==> config.mk <==
export PLATFORM = sky130hd
export DESIGN_NAME = dtc_timer_counter
export DESIGN_NICKNAME = d
export VERILOG_FILES = /design/src/inc/dtc_pkg.sv /design/src/rtl/dtc_timer_counter.sv
export SDC_FILE = /design/constraint.sdc
export NUM_CORES = 1
export LEC_CHECK = 0
export ABC_AREA = 1
export BUFFER_PORTS_ARGS = -buffer_cell sky130_fd_sc_hd__buf_2
export CORE_MARGIN = 3
export CORE_UTILIZATION = 51
export CTS_CLUSTER_DIAMETER = 80
export DETAILED_ROUTE_END_ITERATION = 10
export GPL_TIMING_DRIVEN = 0
export PLACE_DENSITY = 0.81
export SYNTH_ARGS = -nofsm -noshare
export SYNTH_HDL_FRONTEND = slang
export SYNTH_SLANG_ARGS = --single-unit
export TNS_END_PERCENT = 5
==> constraint.sdc <==
create_clock -name sys_clk -period 4.2 [get_ports sys_clk]
set_input_delay 0.63 -clock sys_clk [delete_from_list [all_inputs] [get_ports sys_clk]]
set_output_delay 0.63 -clock sys_clk [all_outputs]
set_load 0.005 [all_outputs]
==> src/inc/dtc_pkg.sv <==
`default_nettype none
package dtc_pkg;
   // Register addresses on the special-function-register bus
   localparam logic [7:0] ADDR_CTRL = 8'h88;
   localparam logic [7:0] ADDR_MODE = 8'h89;
   localparam logic [7:0] ADDR_TL0 = 8'h8a;
   localparam logic [7:0] ADDR_TL1 = 8'h8b;
   localparam logic [7:0] ADDR_TH0 = 8'h8c;
   localparam logic [7:0] ADDR_TH1 = 8'h8d;
   // Bit positions in timer_irq_control
   localparam int OVERFLOW_FLAG_B = 7;
   localparam int RUN_BIT_B = 6;
   localparam int OVERFLOW_FLAG_A = 5;
   localparam int RUN_BIT_A = 4;
   localparam int EXT_IRQ_FLAG_B = 3;
   localparam int EXT_TRIGGER_TYPE_B = 2;
   localparam int EXT_IRQ_FLAG_A = 1;
   localparam int EXT_TRIGGER_TYPE_A = 0;
   // Reset values
   localparam logic [7:0] CTRL_RESET = 8'h00;
   localparam logic [7:0] MODE_RESET = 8'h00;
   localparam logic [7:0] COUNT_RESET = 8'h00;
   // Core clocks per machine cycle
   localparam int CLKS_PER_MC = 12;
   // Mode select values {mode_select_high, mode_select_low}
   typedef enum logic [1:0] {
      DTC_MODE_13BIT = 2'b00,
      DTC_MODE_16BIT = 2'b01,
      DTC_MODE_RELOAD = 2'b10,
      DTC_MODE_SPLIT = 2'b11
   } dtc_mode_type;
   // One nibble of timer_mode_register, timer 1 in bits 7..4
   typedef struct packed {
      logic gate;
      logic cnt_sel;
      dtc_mode_type mode;
   } dtc_tmode_type;
   // Result of one counting step
   typedef struct packed {
      logic ovf;
      logic [7:0] th;
      logic [7:0] tl;
   } dtc_count_type;
endpackage
`default_nettype wire

==> src/rtl/dtc_timer_counter.sv <==
`timescale 1ns/100ps
`default_nettype none
module dtc_timer_counter
   import dtc_pkg::*;
#(
   parameter int MC_CLKS = CLKS_PER_MC
) (
   // Clock and reset
   input wire logic sys_clk,
   input wire logic nrst,
   // Register bus
   input wire logic [7:0] sfr_addr,
   input wire logic sfr_wr,
   input wire logic [7:0] sfr_wdata,
   input wire logic sfr_rd,
   output logic [7:0] sfr_rdata_q,
   // Interrupt unit
   input wire logic ack_ovf_a,
   input wire logic ack_ovf_b,
   input wire logic ack_ext_a,
   input wire logic ack_ext_b,
   output logic [7:0] timer_irq_control_q,
   // Serial port baud source
   output logic baud_tick_q,
   // Pins
   input wire logic ext_irq_pin_a,
   input wire logic ext_irq_pin_b,
   input wire logic count_pin_a,
   input wire logic count_pin_b
);

   if (MC_CLKS < 2 || MC_CLKS > 16) begin : g_bad_mc
      $error("MC_CLKS must lie in 2..16");
   end

   function automatic logic hit(input logic [7:0] a);
      return sfr_wr && (sfr_addr == a);
   endfunction

   function automatic dtc_count_type step(
      input dtc_mode_type m,
      input logic [7:0] tl,
      input logic [7:0] th,
      input logic inc
   );
      dtc_count_type r;
      r.ovf = 1'b0;
      r.th = th;
      r.tl = tl;
      if (inc) begin
         unique case (m)
            DTC_MODE_13BIT: begin
               // Upper three low-byte bits are left as they are
               r.ovf = (th == 8'hff) && (tl[4:0] == 5'h1f);
               {r.th, r.tl[4:0]} = {th, tl[4:0]} + 13'h1;
            end
            DTC_MODE_16BIT: begin
               r.ovf = ({th, tl} == 16'hffff);
               {r.th, r.tl} = {th, tl} + 16'h1;
            end
            DTC_MODE_RELOAD: begin
               r.ovf = (tl == 8'hff);
               r.tl = r.ovf ? th : tl + 8'h1;
            end
            DTC_MODE_SPLIT: begin
               r.ovf = (tl == 8'hff);
               r.tl = tl + 8'h1;
            end
         endcase
      end
      return r;
   endfunction

   logic [3:0] mc_cnt_q;
   logic mc_tick;
   logic [7:0] ctl_q;
   logic [7:0] ctl_d;
   dtc_tmode_type [1:0] mode_q;
   logic [7:0] tl_q [2];
   logic [7:0] th_q [2];
   logic [1:0] cpin;
   logic [1:0] xpin;
   logic [1:0] cpin_q;
   logic [1:0] xpin_q;
   logic [1:0] cfall;
   logic [1:0] xfall;
   logic [1:0] run;
   logic [1:0] inc;
   logic split0;
   logic hold1;
   logic th0_inc;
   logic th0_ovf;
   logic tf0_set;
   logic tf1_set;
   dtc_count_type s0;
   dtc_count_type s1;

   assign cpin = {count_pin_b, count_pin_a};
   assign xpin = {ext_irq_pin_b, ext_irq_pin_a};
   assign split0 = (mode_q[0].mode == DTC_MODE_SPLIT);
   assign hold1 = (mode_q[1].mode == DTC_MODE_SPLIT);

   // Machine cycle enable
   assign mc_tick = (mc_cnt_q == 4'(MC_CLKS - 1));
   always_ff @(posedge sys_clk or negedge nrst) begin
      if (!nrst) begin
         mc_cnt_q <= 4'h0;
      end else begin
         mc_cnt_q <= mc_tick ? 4'h0 : mc_cnt_q + 4'h1;
      end
   end

   // Pin samples, one per machine cycle
   always_ff @(posedge sys_clk or negedge nrst) begin
      if (!nrst) begin
         cpin_q <= 2'b11;
         xpin_q <= 2'b11;
      end else if (mc_tick) begin
         cpin_q <= cpin;
         xpin_q <= xpin;
      end
   end

   // While timer 0 is split, its high byte owns run_bit_b
   assign run[0] = ctl_q[RUN_BIT_A];
   assign run[1] = split0 ? 1'b1 : ctl_q[RUN_BIT_B];

   for (genvar i = 0; i < 2; i++) begin : g_tmr
      assign cfall[i] = mc_tick && cpin_q[i] && !cpin[i];
      assign xfall[i] = mc_tick && xpin_q[i] && !xpin[i];
      assign inc[i] = run[i] && (!mode_q[i].gate || xpin[i])
         && (mode_q[i].cnt_sel ? cfall[i] : mc_tick)
         && !(i == 1 && hold1);
   end

   assign s0 = step(mode_q[0].mode, tl_q[0], th_q[0], inc[0]);
   assign s1 = step(mode_q[1].mode, tl_q[1], th_q[1], inc[1]);
   // Split high byte counts machine cycles only, ignoring gate and pins
   assign th0_inc = split0 && mc_tick && ctl_q[RUN_BIT_B];
   assign th0_ovf = th0_inc && (th_q[0] == 8'hff);
   assign tf0_set = s0.ovf;
   // Timer 1 keeps ticking the serial port but loses its flag when split
   assign tf1_set = split0 ? th0_ovf : s1.ovf;

   // Count registers; a software write beats a same-cycle count
   always_ff @(posedge sys_clk or negedge nrst) begin
      if (!nrst) begin
         tl_q[0] <= COUNT_RESET;
         th_q[0] <= COUNT_RESET;
      end else begin
         tl_q[0] <= hit(ADDR_TL0) ? sfr_wdata : s0.tl;
         if (hit(ADDR_TH0)) begin
            th_q[0] <= sfr_wdata;
         end else if (split0) begin
            th_q[0] <= th0_inc ? th_q[0] + 8'h1 : th_q[0];
         end else begin
            th_q[0] <= s0.th;
         end
      end
   end

   always_ff @(posedge sys_clk or negedge nrst) begin
      if (!nrst) begin
         tl_q[1] <= COUNT_RESET;
         th_q[1] <= COUNT_RESET;
      end else begin
         tl_q[1] <= hit(ADDR_TL1) ? sfr_wdata : s1.tl;
         th_q[1] <= hit(ADDR_TH1) ? sfr_wdata : s1.th;
      end
   end

   always_ff @(posedge sys_clk or negedge nrst) begin
      if (!nrst) begin
         mode_q <= MODE_RESET;
      end else if (hit(ADDR_MODE)) begin
         mode_q <= sfr_wdata;
      end
   end

   // Control flags: hardware sets win over write or ack clears
   always_comb begin
      ctl_d = hit(ADDR_CTRL) ? sfr_wdata : ctl_q;
      if (!hit(ADDR_CTRL)) begin
         if (ack_ovf_a) begin
            ctl_d[OVERFLOW_FLAG_A] = 1'b0;
         end
         if (ack_ovf_b) begin
            ctl_d[OVERFLOW_FLAG_B] = 1'b0;
         end
         if (ack_ext_a && ctl_q[EXT_TRIGGER_TYPE_A]) begin
            ctl_d[EXT_IRQ_FLAG_A] = 1'b0;
         end
         if (ack_ext_b && ctl_q[EXT_TRIGGER_TYPE_B]) begin
            ctl_d[EXT_IRQ_FLAG_B] = 1'b0;
         end
      end
      ctl_d[OVERFLOW_FLAG_A] = ctl_d[OVERFLOW_FLAG_A] | tf0_set;
      ctl_d[OVERFLOW_FLAG_B] = ctl_d[OVERFLOW_FLAG_B] | tf1_set;
      // Level mode: the flag follows the sampled pin, not the ack
      if (ctl_d[EXT_TRIGGER_TYPE_A]) begin
         ctl_d[EXT_IRQ_FLAG_A] = ctl_d[EXT_IRQ_FLAG_A] | xfall[0];
      end else if (mc_tick) begin
         ctl_d[EXT_IRQ_FLAG_A] = !xpin[0];
      end
      if (ctl_d[EXT_TRIGGER_TYPE_B]) begin
         ctl_d[EXT_IRQ_FLAG_B] = ctl_d[EXT_IRQ_FLAG_B] | xfall[1];
      end else if (mc_tick) begin
         ctl_d[EXT_IRQ_FLAG_B] = !xpin[1];
      end
   end

   always_ff @(posedge sys_clk or negedge nrst) begin
      if (!nrst) begin
         ctl_q <= CTRL_RESET;
         timer_irq_control_q <= CTRL_RESET;
         baud_tick_q <= 1'b0;
      end else begin
         ctl_q <= ctl_d;
         timer_irq_control_q <= ctl_d;
         baud_tick_q <= s1.ovf;
      end
   end

   // Read data, one cycle after the strobe; unmapped reads return zero
   always_ff @(posedge sys_clk or negedge nrst) begin
      if (!nrst) begin
         sfr_rdata_q <= 8'h00;
      end else if (!sfr_rd) begin
         sfr_rdata_q <= 8'h00;
      end else begin
         unique case (sfr_addr)
            ADDR_CTRL: sfr_rdata_q <= ctl_q;
            ADDR_MODE: sfr_rdata_q <= mode_q;
            ADDR_TL0: sfr_rdata_q <= tl_q[0];
            ADDR_TL1: sfr_rdata_q <= tl_q[1];
            ADDR_TH0: sfr_rdata_q <= th_q[0];
            ADDR_TH1: sfr_rdata_q <= th_q[1];
            default: sfr_rdata_q <= 8'h00;
         endcase
      end
   end
endmodule // dtc_timer_counter
`default_nettype wire

Yosys cells after proc, flatten, opt, wreduce, memory -nomap -nowiden
Cells that the tools add are included.
{"block": "totals", "ff_bits": 65, "inputBits": 28, "output_inout_bits": 17, "word_cells": 142}
{"block": "classes", "add_sub_neg": 8, "eq_ne": 22, "mux": 38, "n_bitwise": 4, "reduce_logical": 51}
{"operator": "== test 8 bit, second input constant", "n": 10}
{"operator": "2-to-1 mux 8 bit", "n": 10}
{"operator": "case mux 8 bit (6 select lines)", "n": 1}
{"operator": "case mux 5 bit (4 select lines)", "n": 2}
{"operator": "2-to-1 mux 17 bit", "n": 2}
{"operator": "adder 16 x 1 -> 16 bit, second input constant", "n": 2}
{"operator": "== test 16 bit, second input constant", "n": 2}
{"operator": "case mux 8 bit (2 select lines)", "n": 2}
{"operator": "adder 13 x 1 -> 13 bit, second input constant", "n": 2}
{"operator": "logical AND 1 bit", "n": 26}
{"operator": "adder 8 x 1 -> 8 bit, second input constant", "n": 3}
{"operator": "case mux 3 bit (3 select lines)", "n": 2}
{"operator": "2-to-1 mux 1 bit", "n": 16}
{"operator": "nonzero test 4 bit", "n": 3}
{"operator": "== test 5 bit, second input constant", "n": 2}
{"operator": "== test 2 bit, second input constant", "n": 4}
{"operator": "logical NOT 1 bit", "n": 7}
{"operator": "case mux 1 bit (3 select lines)", "n": 2}
{"operator": "AND reduction 2 bit", "n": 3}
{"operator": "nonzero test 2 bit", "n": 3}
{"operator": "nonzero test 3 bit", "n": 2}
{"operator": "adder 4 x 1 -> 4 bit, second input constant", "n": 1}
{"operator": "== test 2 x 1 -> 1 bit, second input constant", "n": 2}
{"operator": "== test 4 bit, second input constant", "n": 1}
{"operator": "7 further kinds", "n": 13}

Longest topological paths before layout
Gate-level depths: netlist of the first run.
{"block": "depth", "ltp_word": 9, "ltp_mapped": 13}

Worst setup path before layout of the first run
OpenSTA, ideal clock, no wires.
{"block": "synth_path", "path_type": "input -> register", "from": "input sfr_addr[5]", "to": "register tl_q[15] (netlist name)", "setup_time_ns": 0.122, "arrival_ns": 1.598, "path_slack_ns": 2.479, "cell_stages": 9, "n_path_buf": 1, "cell_sequence": "nor2_1 nand3_1 inv_2 buf_6 nand3_2 o21ai_2 inv_1 a21oi_1 a21oi_1"}
{"block": "synth_via", "elab_chain_cells": 4, "elab_cells_between_ends": 6}
{"item": "from (decl)", "line_no": "dtc_timer_counter.sv:12", "text": "input wire logic [7:0] sfr_addr,"}
{"item": "== test 8 bit *", "line_no": "dtc_timer_counter.sv:37", "text": "return sfr_wr && (sfr_addr == a);"}
{"item": "logical AND 1 bit *", "line_no": "dtc_timer_counter.sv:37"}
{"item": "nonzero test 4 bit (no source line) or nonzero test 2 bit (tied branches)"}
{"item": "AND reduction 2 bit (no source line)"}
{"item": "to (decl)", "line_no": "dtc_timer_counter.sv:79", "text": "logic [7:0] tl_q [2];"}
Mark *: on every way between the ends. The rest lies on a longest branch, timed or not.
A chain may end at the register's enable or synchronous reset.

Final worst setup path of the first run
{"block": "layout_path", "from": "register mc_cnt_q[0]", "to": "register tl_q[1] (netlist name)"}
{"block": "layout_via", "elab_chain_cells": 7}
{"item": "from (decl)", "line_no": "dtc_timer_counter.sv:74", "text": "logic [3:0] mc_cnt_q;"}
{"item": "from (signal assigned)", "line_no": "dtc_timer_counter.sv:109", "text": "mc_cnt_q <= mc_tick ? 4'h0 : mc_cnt_q + 4'h1;"}
{"item": "== test 4 bit *", "line_no": "dtc_timer_counter.sv:104", "text": "assign mc_tick = (mc_cnt_q == 4'(MC_CLKS - 1));"}
{"item": "logical AND 1 bit (2 in series)", "line_no": "dtc_timer_counter.sv:129", "text": "assign cfall[i] = mc_tick && cpin_q[i] && !cpin[i];"}
{"item": "2-to-1 mux 1 bit *", "line_no": "dtc_timer_counter.sv:132", "text": "&& (mode_q[i].cnt_sel ? cfall[i] : mc_tick)"}
{"item": "logical AND 1 bit *", "line_no": "dtc_timer_counter.sv:132"}
{"item": "logical AND 1 bit *", "line_no": "dtc_timer_counter.sv:133", "text": "&& !(i == 1 && hold1);"}
{"item": "nonzero test 2 bit (no source line) *"}
Marked as above.

==> results of run 1 <==
area by class of cell:
cell class                      instances  area, sq um  share of cell area
Tap cell                              108          135              0.0262
Timing Repair Buffer                   44          223              0.0431
Buffer                                 11         66.3              0.0128
Clock buffer                           11          141              0.0274
Sequential cell                        65         1630               0.316
Inverter                               93          349              0.0676
Clock inverter                          5         56.3              0.0109
Multi-Input combinational cell        524         2560               0.496
registers in the layout, summed over array words and instances, names as in the netlist:
| signal | count |
|---|---|
| th_q | 16 |
| tl_q | 16 |
| ctl_q | 8 |
| mode_q | 8 |
| sfr_rdata_q | 8 |
| mc_cnt_q | 4 |
| cpin_q | 2 |
| xpin_q | 2 |
| baud_tick_q | 1 |
per-stage QoR:
step | hold slack [ps] | total power [uW] | util | std cells | area [sq um]
final | 356 | 1570 | 0.589 | 861 | 5160
after global routing | 430 | 1640 | 0.589 | 861 | 5160
after CTS | 398 | 1570 | 0.589 | 861 | 5160
after detailed placement | 454 | 1020 | 0.567 | 845 | 4970
after global placement | 446 | 1010 | 0.566 | 845 | 4960
after floorplan | 334 | 915 | - | 693 | 4610
synthesized netlist by cell type, types with 11 or more instances:
master    number
a21oi_1       29
dfrtp_1       61
inv_1         77
inv_2         16
nand2_1      221
nand3_1       64
nand4_1       11
nor2_1        64
o211ai_1      17
o21ai_0       29
o21ai_1       11
o22ai_1       13
power groups by stage:
stage	registers, uW	logic (uW)	clock network (uW)
floorplan	743	172	0
global placement	760	251	0
detailed placement	762	259	0
CTS	750	261	560
global route	761	297	583
finish	753	261	553
per-layer routing:
metal,wire length [microns],share of wire,vias up
li1,-,-,2368
met3,1480,0.10,47
met1,5830,0.41,2269
met5,0,0,-
met2,6430,0.45,252
met4,618,0.043,0
logic make-up after synthesis:
group,after synthesis,synth area share
and+or+nand+nor,392,0.367
adders and majority gates,8,0.0217
AOI/OAI and AO/OA,110,0.139
xor gates and xnor gates,12,0.0228
buffers and inverters,104,0.0901
DFF,65,0.354
muxes,2,0.00489
worst max-delay path by stage:
| stage | endpoint | slack (ps) | cells past startpoint |
|---|---|---|---|
| after CTS | th_q[13] | 2170 | 10 |
| after global routing | tl_q[3] | 2000 | 7 |
| after global placement | tl_q[8] | 2080 | 9 |
| after floorplan | tl_q[15] | 2480 | 9 |
| final | tl_q[1] | 2120 | 7 |
| after detailed placement | tl_q[11] | 2060 | 9 |
==> summary.txt, run 1 <==
Yosys
  • Sequential fraction of the synthesis area: 0.354
  • Syn Inst Count: 693
  • Post-synthesis register bit count: 65
  • Synthesized cell area: 0.00461 sq mm
  • Yosys warnings: 0
  • Mapped Nets: 729
  • Ys async rst share: 1.00
  • Prevailing post-synth register cell: dfrtp_1
  • Synth top area cells: dfrtp_1, nand2_1, nand3_1, inv_1, nor2_1
  • Cell taking the most area after synthesis: dfrtp_1
  • Cell variety after synth: 36
  • Mean area per synthesized cell: 6.65 sq um
  • Share of the synthesized area in the top cell type: 0.331
  • Number of synthesized flops with an enable pin: 0

Route
  • Vias: 4936
  • Drt wl/cell: 16.7 microns
  • Detailed Route Iter0 Violations: 393
  • Mean number of vias per cell: 5.73
  • Antenna violation net count after detailed routing: 0
  • DRT Wirelength: 14400 microns
  • DR pass1 iterations: 5
  • # DRC: 0

Pwr
  • Switching part of the total: 0.319
  • Power Density: 303 mW/mm^2
  • Part of the power in registers: 0.481
  • P_int: 1070 uW
  • VDD IR max: 0.189 mV
  • Comb power frac: 0.167
  • Clock power share: 0.353
  • Leak pwr: 0.00258 uW
  • Net switching power: 500 uW

Setup path
  • Reg-to-reg endpoint: tl_q[1]
  • Worst r2r src: mc_cnt_q[0]
  • Critical Path Slowest Stage Cell: nor2_2
  • Crit path top cell by count: o211ai_1
  • Buffer and inverter count on the worst path: 1
  • Worst reg-to-reg path cell count: 7
  • Critical Path Start: mc_cnt_q[0]
  • Reg2reg setup slack: 2120 ps
  • CP max stage delay: 420 ps
  • Max FO, Critical Path: 8
  • Critical path cell sequence: ha_1, nand3_1, inv_2, nand4_1, nor2_2, o211ai_1, o211ai_1
  • Crit path DAT: 2340 ps
  • CP required: 4460 ps
  • Crit Path Category: flip-flop to flip-flop
  • CP top delay family: simple AND/OR/NAND/NOR gates
  • Crit end category: flip-flop
  • Critical Path Source Type: flip-flop

Place
  • Routability cong.: 0.953
  • Post-DP HPWL: 11100 microns
  • Input/output buffers: 44
  • Post-placement setup slack: 2060 ps

Clocking
  • Hold_buf cts: 0
  • Post-CTS Resized: 0
  • Number of post-CTS setup repair buffers: 0
  • Max Root-Sink Buffers: 2
  • H-tree depth: 3
  • Total CTS buffers: 9
  • Clk_lat worst skew: 360 ps
  • CTS clk-pin slew, worst paths: 80 ps
  • Cell chosen for the clock root: clkbuf_8
  • Sink Count: 65
  • TritonCTS clock tree: yes

Timing
  • Setup Viol. Count Final: 0
  • Final period utilization: 0.494
  • Clk_skew: 14.7 ps
  • Fmax: 0.482 GHz
  • Rel. slew slack: 0.435
  • Least-Margin Pin Slew: 848 ps
  • Unrepaired setup endpoints after global routing: false
  • Setup_tns: 0 ps
  • Period minus WS final: 2080 ps
  • Final hold vios: 0
  • Worst Setup Slack, final: 2120 ps
  • Slew Limit Fails: 0

Floorplan
  • Area of the die: 0.0102 sq mm
  • Die height: 101 microns
  • Top-Level Pins: 45
  • Die Width: 101 microns
  • # rows: 34
  • Core ar.: 0.00876 sq mm
  • Starting density of the core: 0.526

Worst hold path
  • Hold/Removal Path Class: input port to async pin

Global routing
  • Gr usage total: 0.301
  • Gr busiest metal: met2
  • Met2 Use GR: 0.460
  • Met3 GRT Util: 0.0401
  • Grt ovf: 0
  • First-pass GRT wire length: 23800 microns
  • M1 GR Usage: 0.415
  • Vias in the first global route: 4724
  • Initial antenna violation count: 0
  • Largest net degree at the start of global routing: 66

Cells and area
  • Commonest non-fill, non-tap cells in the layout: nand2_1, inv_1, nor2_1, nand3_1, dfrtp_1
  • N_diodes: 0
  • Share of layout cells above drive strength 1: 0.154
  • Fillcell total: 856
  • Most common cell after layout, fill and taps aside: nand2_1
  • Area delta synth->final: 12.1%
  • Layout Nets: 784

Flow run
  • Number of max-cap violations: 0

Status
  • Outcome: complete, no violations
Power figures use the tool's default switching activity.
==> run 2, diff against run 1 <==
Clock period 4.2 ns to 1.95 ns, I/O delays scaled along.
==> run 2 against run 1 <==
Net effect: setup slack got worse by 2000 ps; clock skew up 3.0 ps; maximum frequency is 12% higher; count of clock-buffer cells in the layout unchanged; clock power is 120% higher; via count grew 0.22%; sequential power increased by 120%; combinational power rose by 120%; sequential cell count unchanged; register-to-register slack got worse by 2000 ps; critical path depth is 5 higher; core utilization rose by 0.61 points; largest cell class unchanged; largest power group unchanged.
==> summary.txt, run 2 (same netlist as run 1, synthesis figures left out) <==
Setup path
  • Reg2reg setup slack: 90 ps (-2030 ps)
  • CP required: 2240 ps (-2220 ps)
  • Critical Path Source Type: flip-flop
  • Max FO, Critical Path: 10 (+2)
  • Crit path DAT: 2150 ps (-190 ps)
  • Crit end category: flip-flop
  • Crit Path Category: flip-flop to flip-flop

Global routing
  • Vias in the first global route: 4745 (+0.44%)
  • Grt ovf: 0 (unchanged)
  • First-pass GRT wire length: 23900 microns (+0.32%)
  • Gr usage total: 0.302 (+0.000579)
  • Initial antenna violation count: 0 (unchanged)
  • Largest net degree at the start of global routing: 66 (unchanged)

Route
  • Vias: 4947 (+0.22%)
  • Antenna violation net count after detailed routing: 0 (unchanged)
  • # DRC: 0 (unchanged)
  • Drt wl/cell: 16.9 microns (+1.3%)
  • DRT Wirelength: 14600 microns (+1.4%)
  • Mean number of vias per cell: 5.74 (+0.11%)
  • Detailed Route Iter0 Violations: 375 (-4.6%)
  • DR pass1 iterations: 6 (+1)

Timing
  • Worst Setup Slack, final: 90.2 ps (-2030 ps)
  • Period minus WS final: 1860 ps (-217 ps)
  • Setup_tns: 0 ps (unchanged)
  • Rel. slew slack: 0.429 (-0.00644)
  • Final hold vios: 0 (unchanged)
  • Clk_skew: 17.7 ps (+2.98 ps)
  • Hold slack final: 9.96 ps (-346 ps)
  • Final period utilization: 0.954 (+0.459)
  • Least-Margin Pin Slew: 857 ps (+9.66 ps)
  • Fmax: 0.538 GHz (+12%)
  • Slew Limit Fails: 0 (unchanged)
  • Setup Viol. Count Final: 0 (unchanged)

Place
  • Routability cong.: 0.953 (unchanged)
  • Placed cell count: 845 (unchanged)
  • Input/output buffers: 44 (unchanged)
  • Post-DP HPWL: 11100 microns (unchanged)
  • Post-placement setup slack: -43.3 ps (-2100 ps)

Clocking
  • Clk_lat worst skew: 360 ps (about the same)
  • Hold_buf cts: 0 (unchanged)
  • H-tree depth: 3 (unchanged)
  • TritonCTS clock tree: yes
  • Cell chosen for the clock root: clkbuf_8
  • CTS clk-pin slew, worst paths: 90 ps (about the same)
  • Max Root-Sink Buffers: 2 (unchanged)
  • Sink Count: 65 (unchanged)
  • Total CTS buffers: 9 (unchanged)

Cells and area
  • Share of layout cells above drive strength 1: 0.164 (+0.0104)
  • N_diodes: 0 (unchanged)
  • Biggest regs: th_q x16, tl_q x16
  • Area delta synth->final: 13.2%
  • Most common cell after layout, fill and taps aside: nand2_1
  • Layout Nets: 785 (+0.13%)
  • Commonest non-fill, non-tap cells in the layout: nand2_1, inv_1, nor2_1, nand3_1, dfrtp_1
  • Post-Layout Cell Count: 862 (+0.12%)

Floorplan
  • Die Width: 101 microns (unchanged)
  • Die height: 101 microns (unchanged)
  • # rows: 34 (unchanged)
  • Area of the die: 0.0102 sq mm (unchanged)
  • Starting density of the core: 0.526 (unchanged)
  • Top-Level Pins: 45 (unchanged)
  • Core ar.: 0.00876 sq mm (unchanged)

Flow run
  • Number of max-cap violations: 0 (unchanged)

Pwr
  • Final Power: 3390 uW (+120%)
  • VDD IR max: 0.409 mV (+120%)
  • Power Density: 650 mW/mm^2 (+110%)
  • Leak pwr: 0.00258 uW (+0.23%)

Status
  • Outcome: complete, no violations

Worst hold path
  • Hold/Removal Path Class: input port to async pin
## run 2: routing by layer
layer	vias up	wire, microns	global-route usage
met4	0	592	0.156
li1	2377	-	-
met5	-	0	0
met3	44	1390	0.0401
met1	2286	6050	0.415
met2	240	6540	0.462
## run 2: power breakdown
group	internal [uW]	switching, uW
Sequential	1470	151
Combinational	203	365
Clock	624	578
## run 2: final timing paths
kind | start | end | depth (start not counted)
min in group sys_clk | ack_ovf_a | ctl_q[5] | 2
min | nrst | mc_cnt_q[3] | 1
min reg2reg | xpin_q[0] | xpin_q[0] | 2
max | mc_cnt_q[0] | th_q[13] | 12
max reg2reg | mc_cnt_q[0] | th_q[13] | 12
max in group asynchronous | nrst | mode_q[1] | 1
## run 2: metrics by stage
| stage | util | area [sq um] |
|---|---|---|
| 2_1_floorplan | - | 4610 |
| 3_3_place_gp | 0.566 | 4960 |
| 3_5_place_dp | 0.567 | 4970 |
| 4_1_cts | 0.591 | 5180 |
| 5_1_grt | 0.595 | 5220 |
| 6_report | 0.595 | 5220 |
## run 2: timing repair
action / CTS / global route
endpoints found under the hold margin: 0 / 0
resized for setup: 3 / 9
setup buffers: 1 / 0
setup endpoints to repair: 12 / 21
cloned: 0 / 0
pin swaps: 1 / 0
## run 2: final cells by class
class                           instances  area, sq um
Tap cell                              108          135
Clock buffer                           11          141
Timing Repair Buffer                   45          230
Sequential cell                        65         1630
Buffer                                 11         67.6
Multi-Input combinational cell        524         2600
Fill cell                             849         3550
Clock inverter                          5         56.3
Inverter                               93          349
## run 2: worst max-delay path, cell delays in order (launching register included)
cell and delay (ps):
dfrtp_1 420, ha_4 180, nand3_4 120, nor2_1 150, nand2_2 160, nand2_1 90, nand3_1 130, nand2_1 130
inv_2 80, buf_6 140, nor2_1 90, nand2_1 60, nand2_1 50
==> run 3, diff against run 2 <==
Settings changed: CORE_ASPECT_RATIO from default to 1.2.
Clock period 1.95 ns to 2.4 ns, I/O delays scaled along.
==> run 3 against run 2 <==
Net effect: maximum frequency decreased by 8.0%; worst hold slack improved by 55 ps; global-route usage increased by 0.31 points; critical path type unchanged; critical path depth decreased by 2.
==> summary.txt, run 3 (same netlist as run 1, synthesis figures left out) <==
Status
  • Outcome: complete, no violations

Cells and area
  • N_diodes: 0 (unchanged)
  • Area delta synth->final: 12.1%
  • Share of layout cells above drive strength 1: 0.155 (-0.00908)
  • Fillcell total: 896 (+5.5%)
  • Biggest regs: th_q x16, tl_q x16
  • Commonest non-fill, non-tap cells in the layout: nand2_1, inv_1, nor2_1, nand3_1, dfrtp_1
  • Most common cell after layout, fill and taps aside: nand2_1
  • Layout Nets: 784 (-0.13%)
  • Design Area, Final: 0.00516 sq mm (-1.0%)

Timing
  • Rel. slew slack: 0.433 (+0.00479)
  • Final period utilization: 0.843 (-0.111)
  • Unrepaired setup endpoints after global routing: false
  • Slew Limit Fails: 0 (unchanged)
  • Fmax: 0.494 GHz (-8.0%)
  • Least-Margin Pin Slew: 850 ps (-7.19 ps)
  • Worst Setup Slack, final: 377 ps (+287 ps)
  • Final hold vios: 0 (unchanged)
  • Setup_tns: 0 ps (unchanged)
  • Setup Viol. Count Final: 0 (unchanged)
  • Period minus WS final: 2020 ps (+163 ps)
  • Clk_skew: 16.0 ps (-1.73 ps)

Route
  • DR pass1 iterations: 5 (-1)
  • Vias: 5001 (+1.1%)
  • Mean number of vias per cell: 5.75 (+0.16%)
  • Antenna violation net count after detailed routing: 0 (unchanged)
  • DRT Wirelength: 14900 microns (+2.1%)
  • Drt wl/cell: 17.1 microns (+1.1%)
  • Detailed Route Iter0 Violations: 433 (+15%)
  • # DRC: 0 (unchanged)

Setup path
  • Critical Path Source Type: flip-flop
  • CP required: 2660 ps (+420 ps)
  • Buffer and inverter count on the worst path: 3 (+1)
  • Crit end category: flip-flop
  • Crit path DAT: 2280 ps (+130 ps)
  • Critical Path Slowest Stage Cell: dfrtp_1
  • CP max stage delay: 440 ps (+20 ps)
  • Crit path top cell by count: nand2_1
  • Critical path cell sequence: ha_1, clkbuf_1, o21ai_0, nand3_1, nand2_1, inv_2, buf_6, nor2_1, nand2_1, nand2_1
  • Max FO, Critical Path: 10 (unchanged)
  • CP top delay family: buffers and inverters
  • Crit Path Category: flip-flop to flip-flop

Clocking
  • Total CTS buffers: 9 (unchanged)
  • Post-CTS Resized: 0 (-3)
  • TritonCTS clock tree: yes
  • Sink Count: 65 (unchanged)
  • Hold_buf cts: 0 (unchanged)
  • CTS clk-pin slew, worst paths: 90 ps (about the same)
  • Number of post-CTS setup repair buffers: 0 (-1)
  • Clk_lat worst skew: 370 ps (about the same)
  • H-tree depth: 3 (unchanged)
  • Cell chosen for the clock root: clkbuf_8
  • Max Root-Sink Buffers: 2 (unchanged)

Place
  • Area after DPL: 0.00498 sq mm (+0.23%)
  • Input/output buffers: 44 (unchanged)
  • Routability cong.: 1.03 (+8.5%)
  • Post-DP HPWL: 11400 microns (+3.0%)
  • Post-placement setup slack: 412 ps (+456 ps)

Global routing
  • First-pass GRT wire length: 23800 microns (-0.49%)
  • Gr usage total: 0.305 (+0.00314)
  • Vias in the first global route: 4794 (+1.0%)
  • Largest net degree at the start of global routing: 66 (unchanged)
  • Grt ovf: 0 (unchanged)
  • Initial antenna violation count: 0 (unchanged)

Floorplan
  • Die Width: 92.8 microns (-8.2%)
  • Top-Level Pins: 45 (unchanged)
  • Die height: 110 microns (+9.0%)
  • # rows: 37 (+8.8%)
  • Starting density of the core: 0.529 (+0.00363)
  • Area of the die: 0.0102 sq mm (about the same)
  • Core ar.: 0.00870 sq mm (-0.69%)

Flow run
  • Number of max-cap violations: 0 (unchanged)

Pwr
  • Leak pwr: 0.00257 uW (-0.27%)
  • VDD IR max: 0.375 mV (-8.3%)
  • Power Density: 523 mW/mm^2 (-20%)
  • Final Power: 2700 uW (-20%)

Worst hold path
  • Hold/Removal Path Class: input port to async pin
run 3: area by class of cell:
type | count | area, sq um | share of cell area
well taps | 117 | 146 | 0.0283
clock inverters | 6 | 48.8 | 0.00945
clock buffers | 10 | 138 | 0.0267
multi-input cells | 524 | 2560 | 0.496
flip-flops and latches | 65 | 1630 | 0.316
plain buffers | 11 | 66.3 | 0.0128
repair buffers | 44 | 223 | 0.0431
inverters | 93 | 349 | 0.0676
run 3: power by group:
part / leakage, uW / switching [uW] / internal [uW]
Sequential: 0.000831 / 123 / 1190
Combinational: 0.00165 / 302 / 165
Clock: 0.0000981 / 500 / 418
Total: 0.00257 / 924 / 1780
run 3: path summary, 6_finish.rpt:
check / from / endpoint / slack [ps] / cells after the start
max: mode_q[1] / th_q[14] / 380 / 10
min: nrst / th_q[15] / 60 / 1
max reg2reg: mode_q[1] / th_q[14] / 380 / 10
min reg2reg: mc_cnt_q[0] / mc_cnt_q[0] / 470 / 1
max in group asynchronous: nrst / tl_q[13] / 1730 / 1
min in group sys_clk: ack_ovf_a / ctl_q[5] / 210 / 2
run 3: routing by layer:
layer / global-route usage / routed length, microns / vias up
met5: 0 / 0 / -
met4: 0.193 / 917 / 0
met3: 0.0489 / 1060 / 62
met2: 0.520 / 7250 / 240
met1: 0.359 / 5650 / 2331
li1: - / - / 2368
run 3: per-stage QoR:
stage	utilization	std cells	hold WS, ps
3_3_place_gp	0.572	854	451
3_5_place_dp	0.572	854	454
5_1_grt	0.593	870	132
6_report	0.593	870	64.9
4_1_cts	0.593	870	131
2_1_floorplan	-	693	64.4
run 3: worst reg2reg max path: cells and delay by family, from the launching register on:
kind                       cells  cell delay (ps)
buffers and inverters          3              660
DFF                            1              440
and+or+nand+nor                5              390
adders and majority gates      1              240
AOI/OAI and AO/OA              1              200
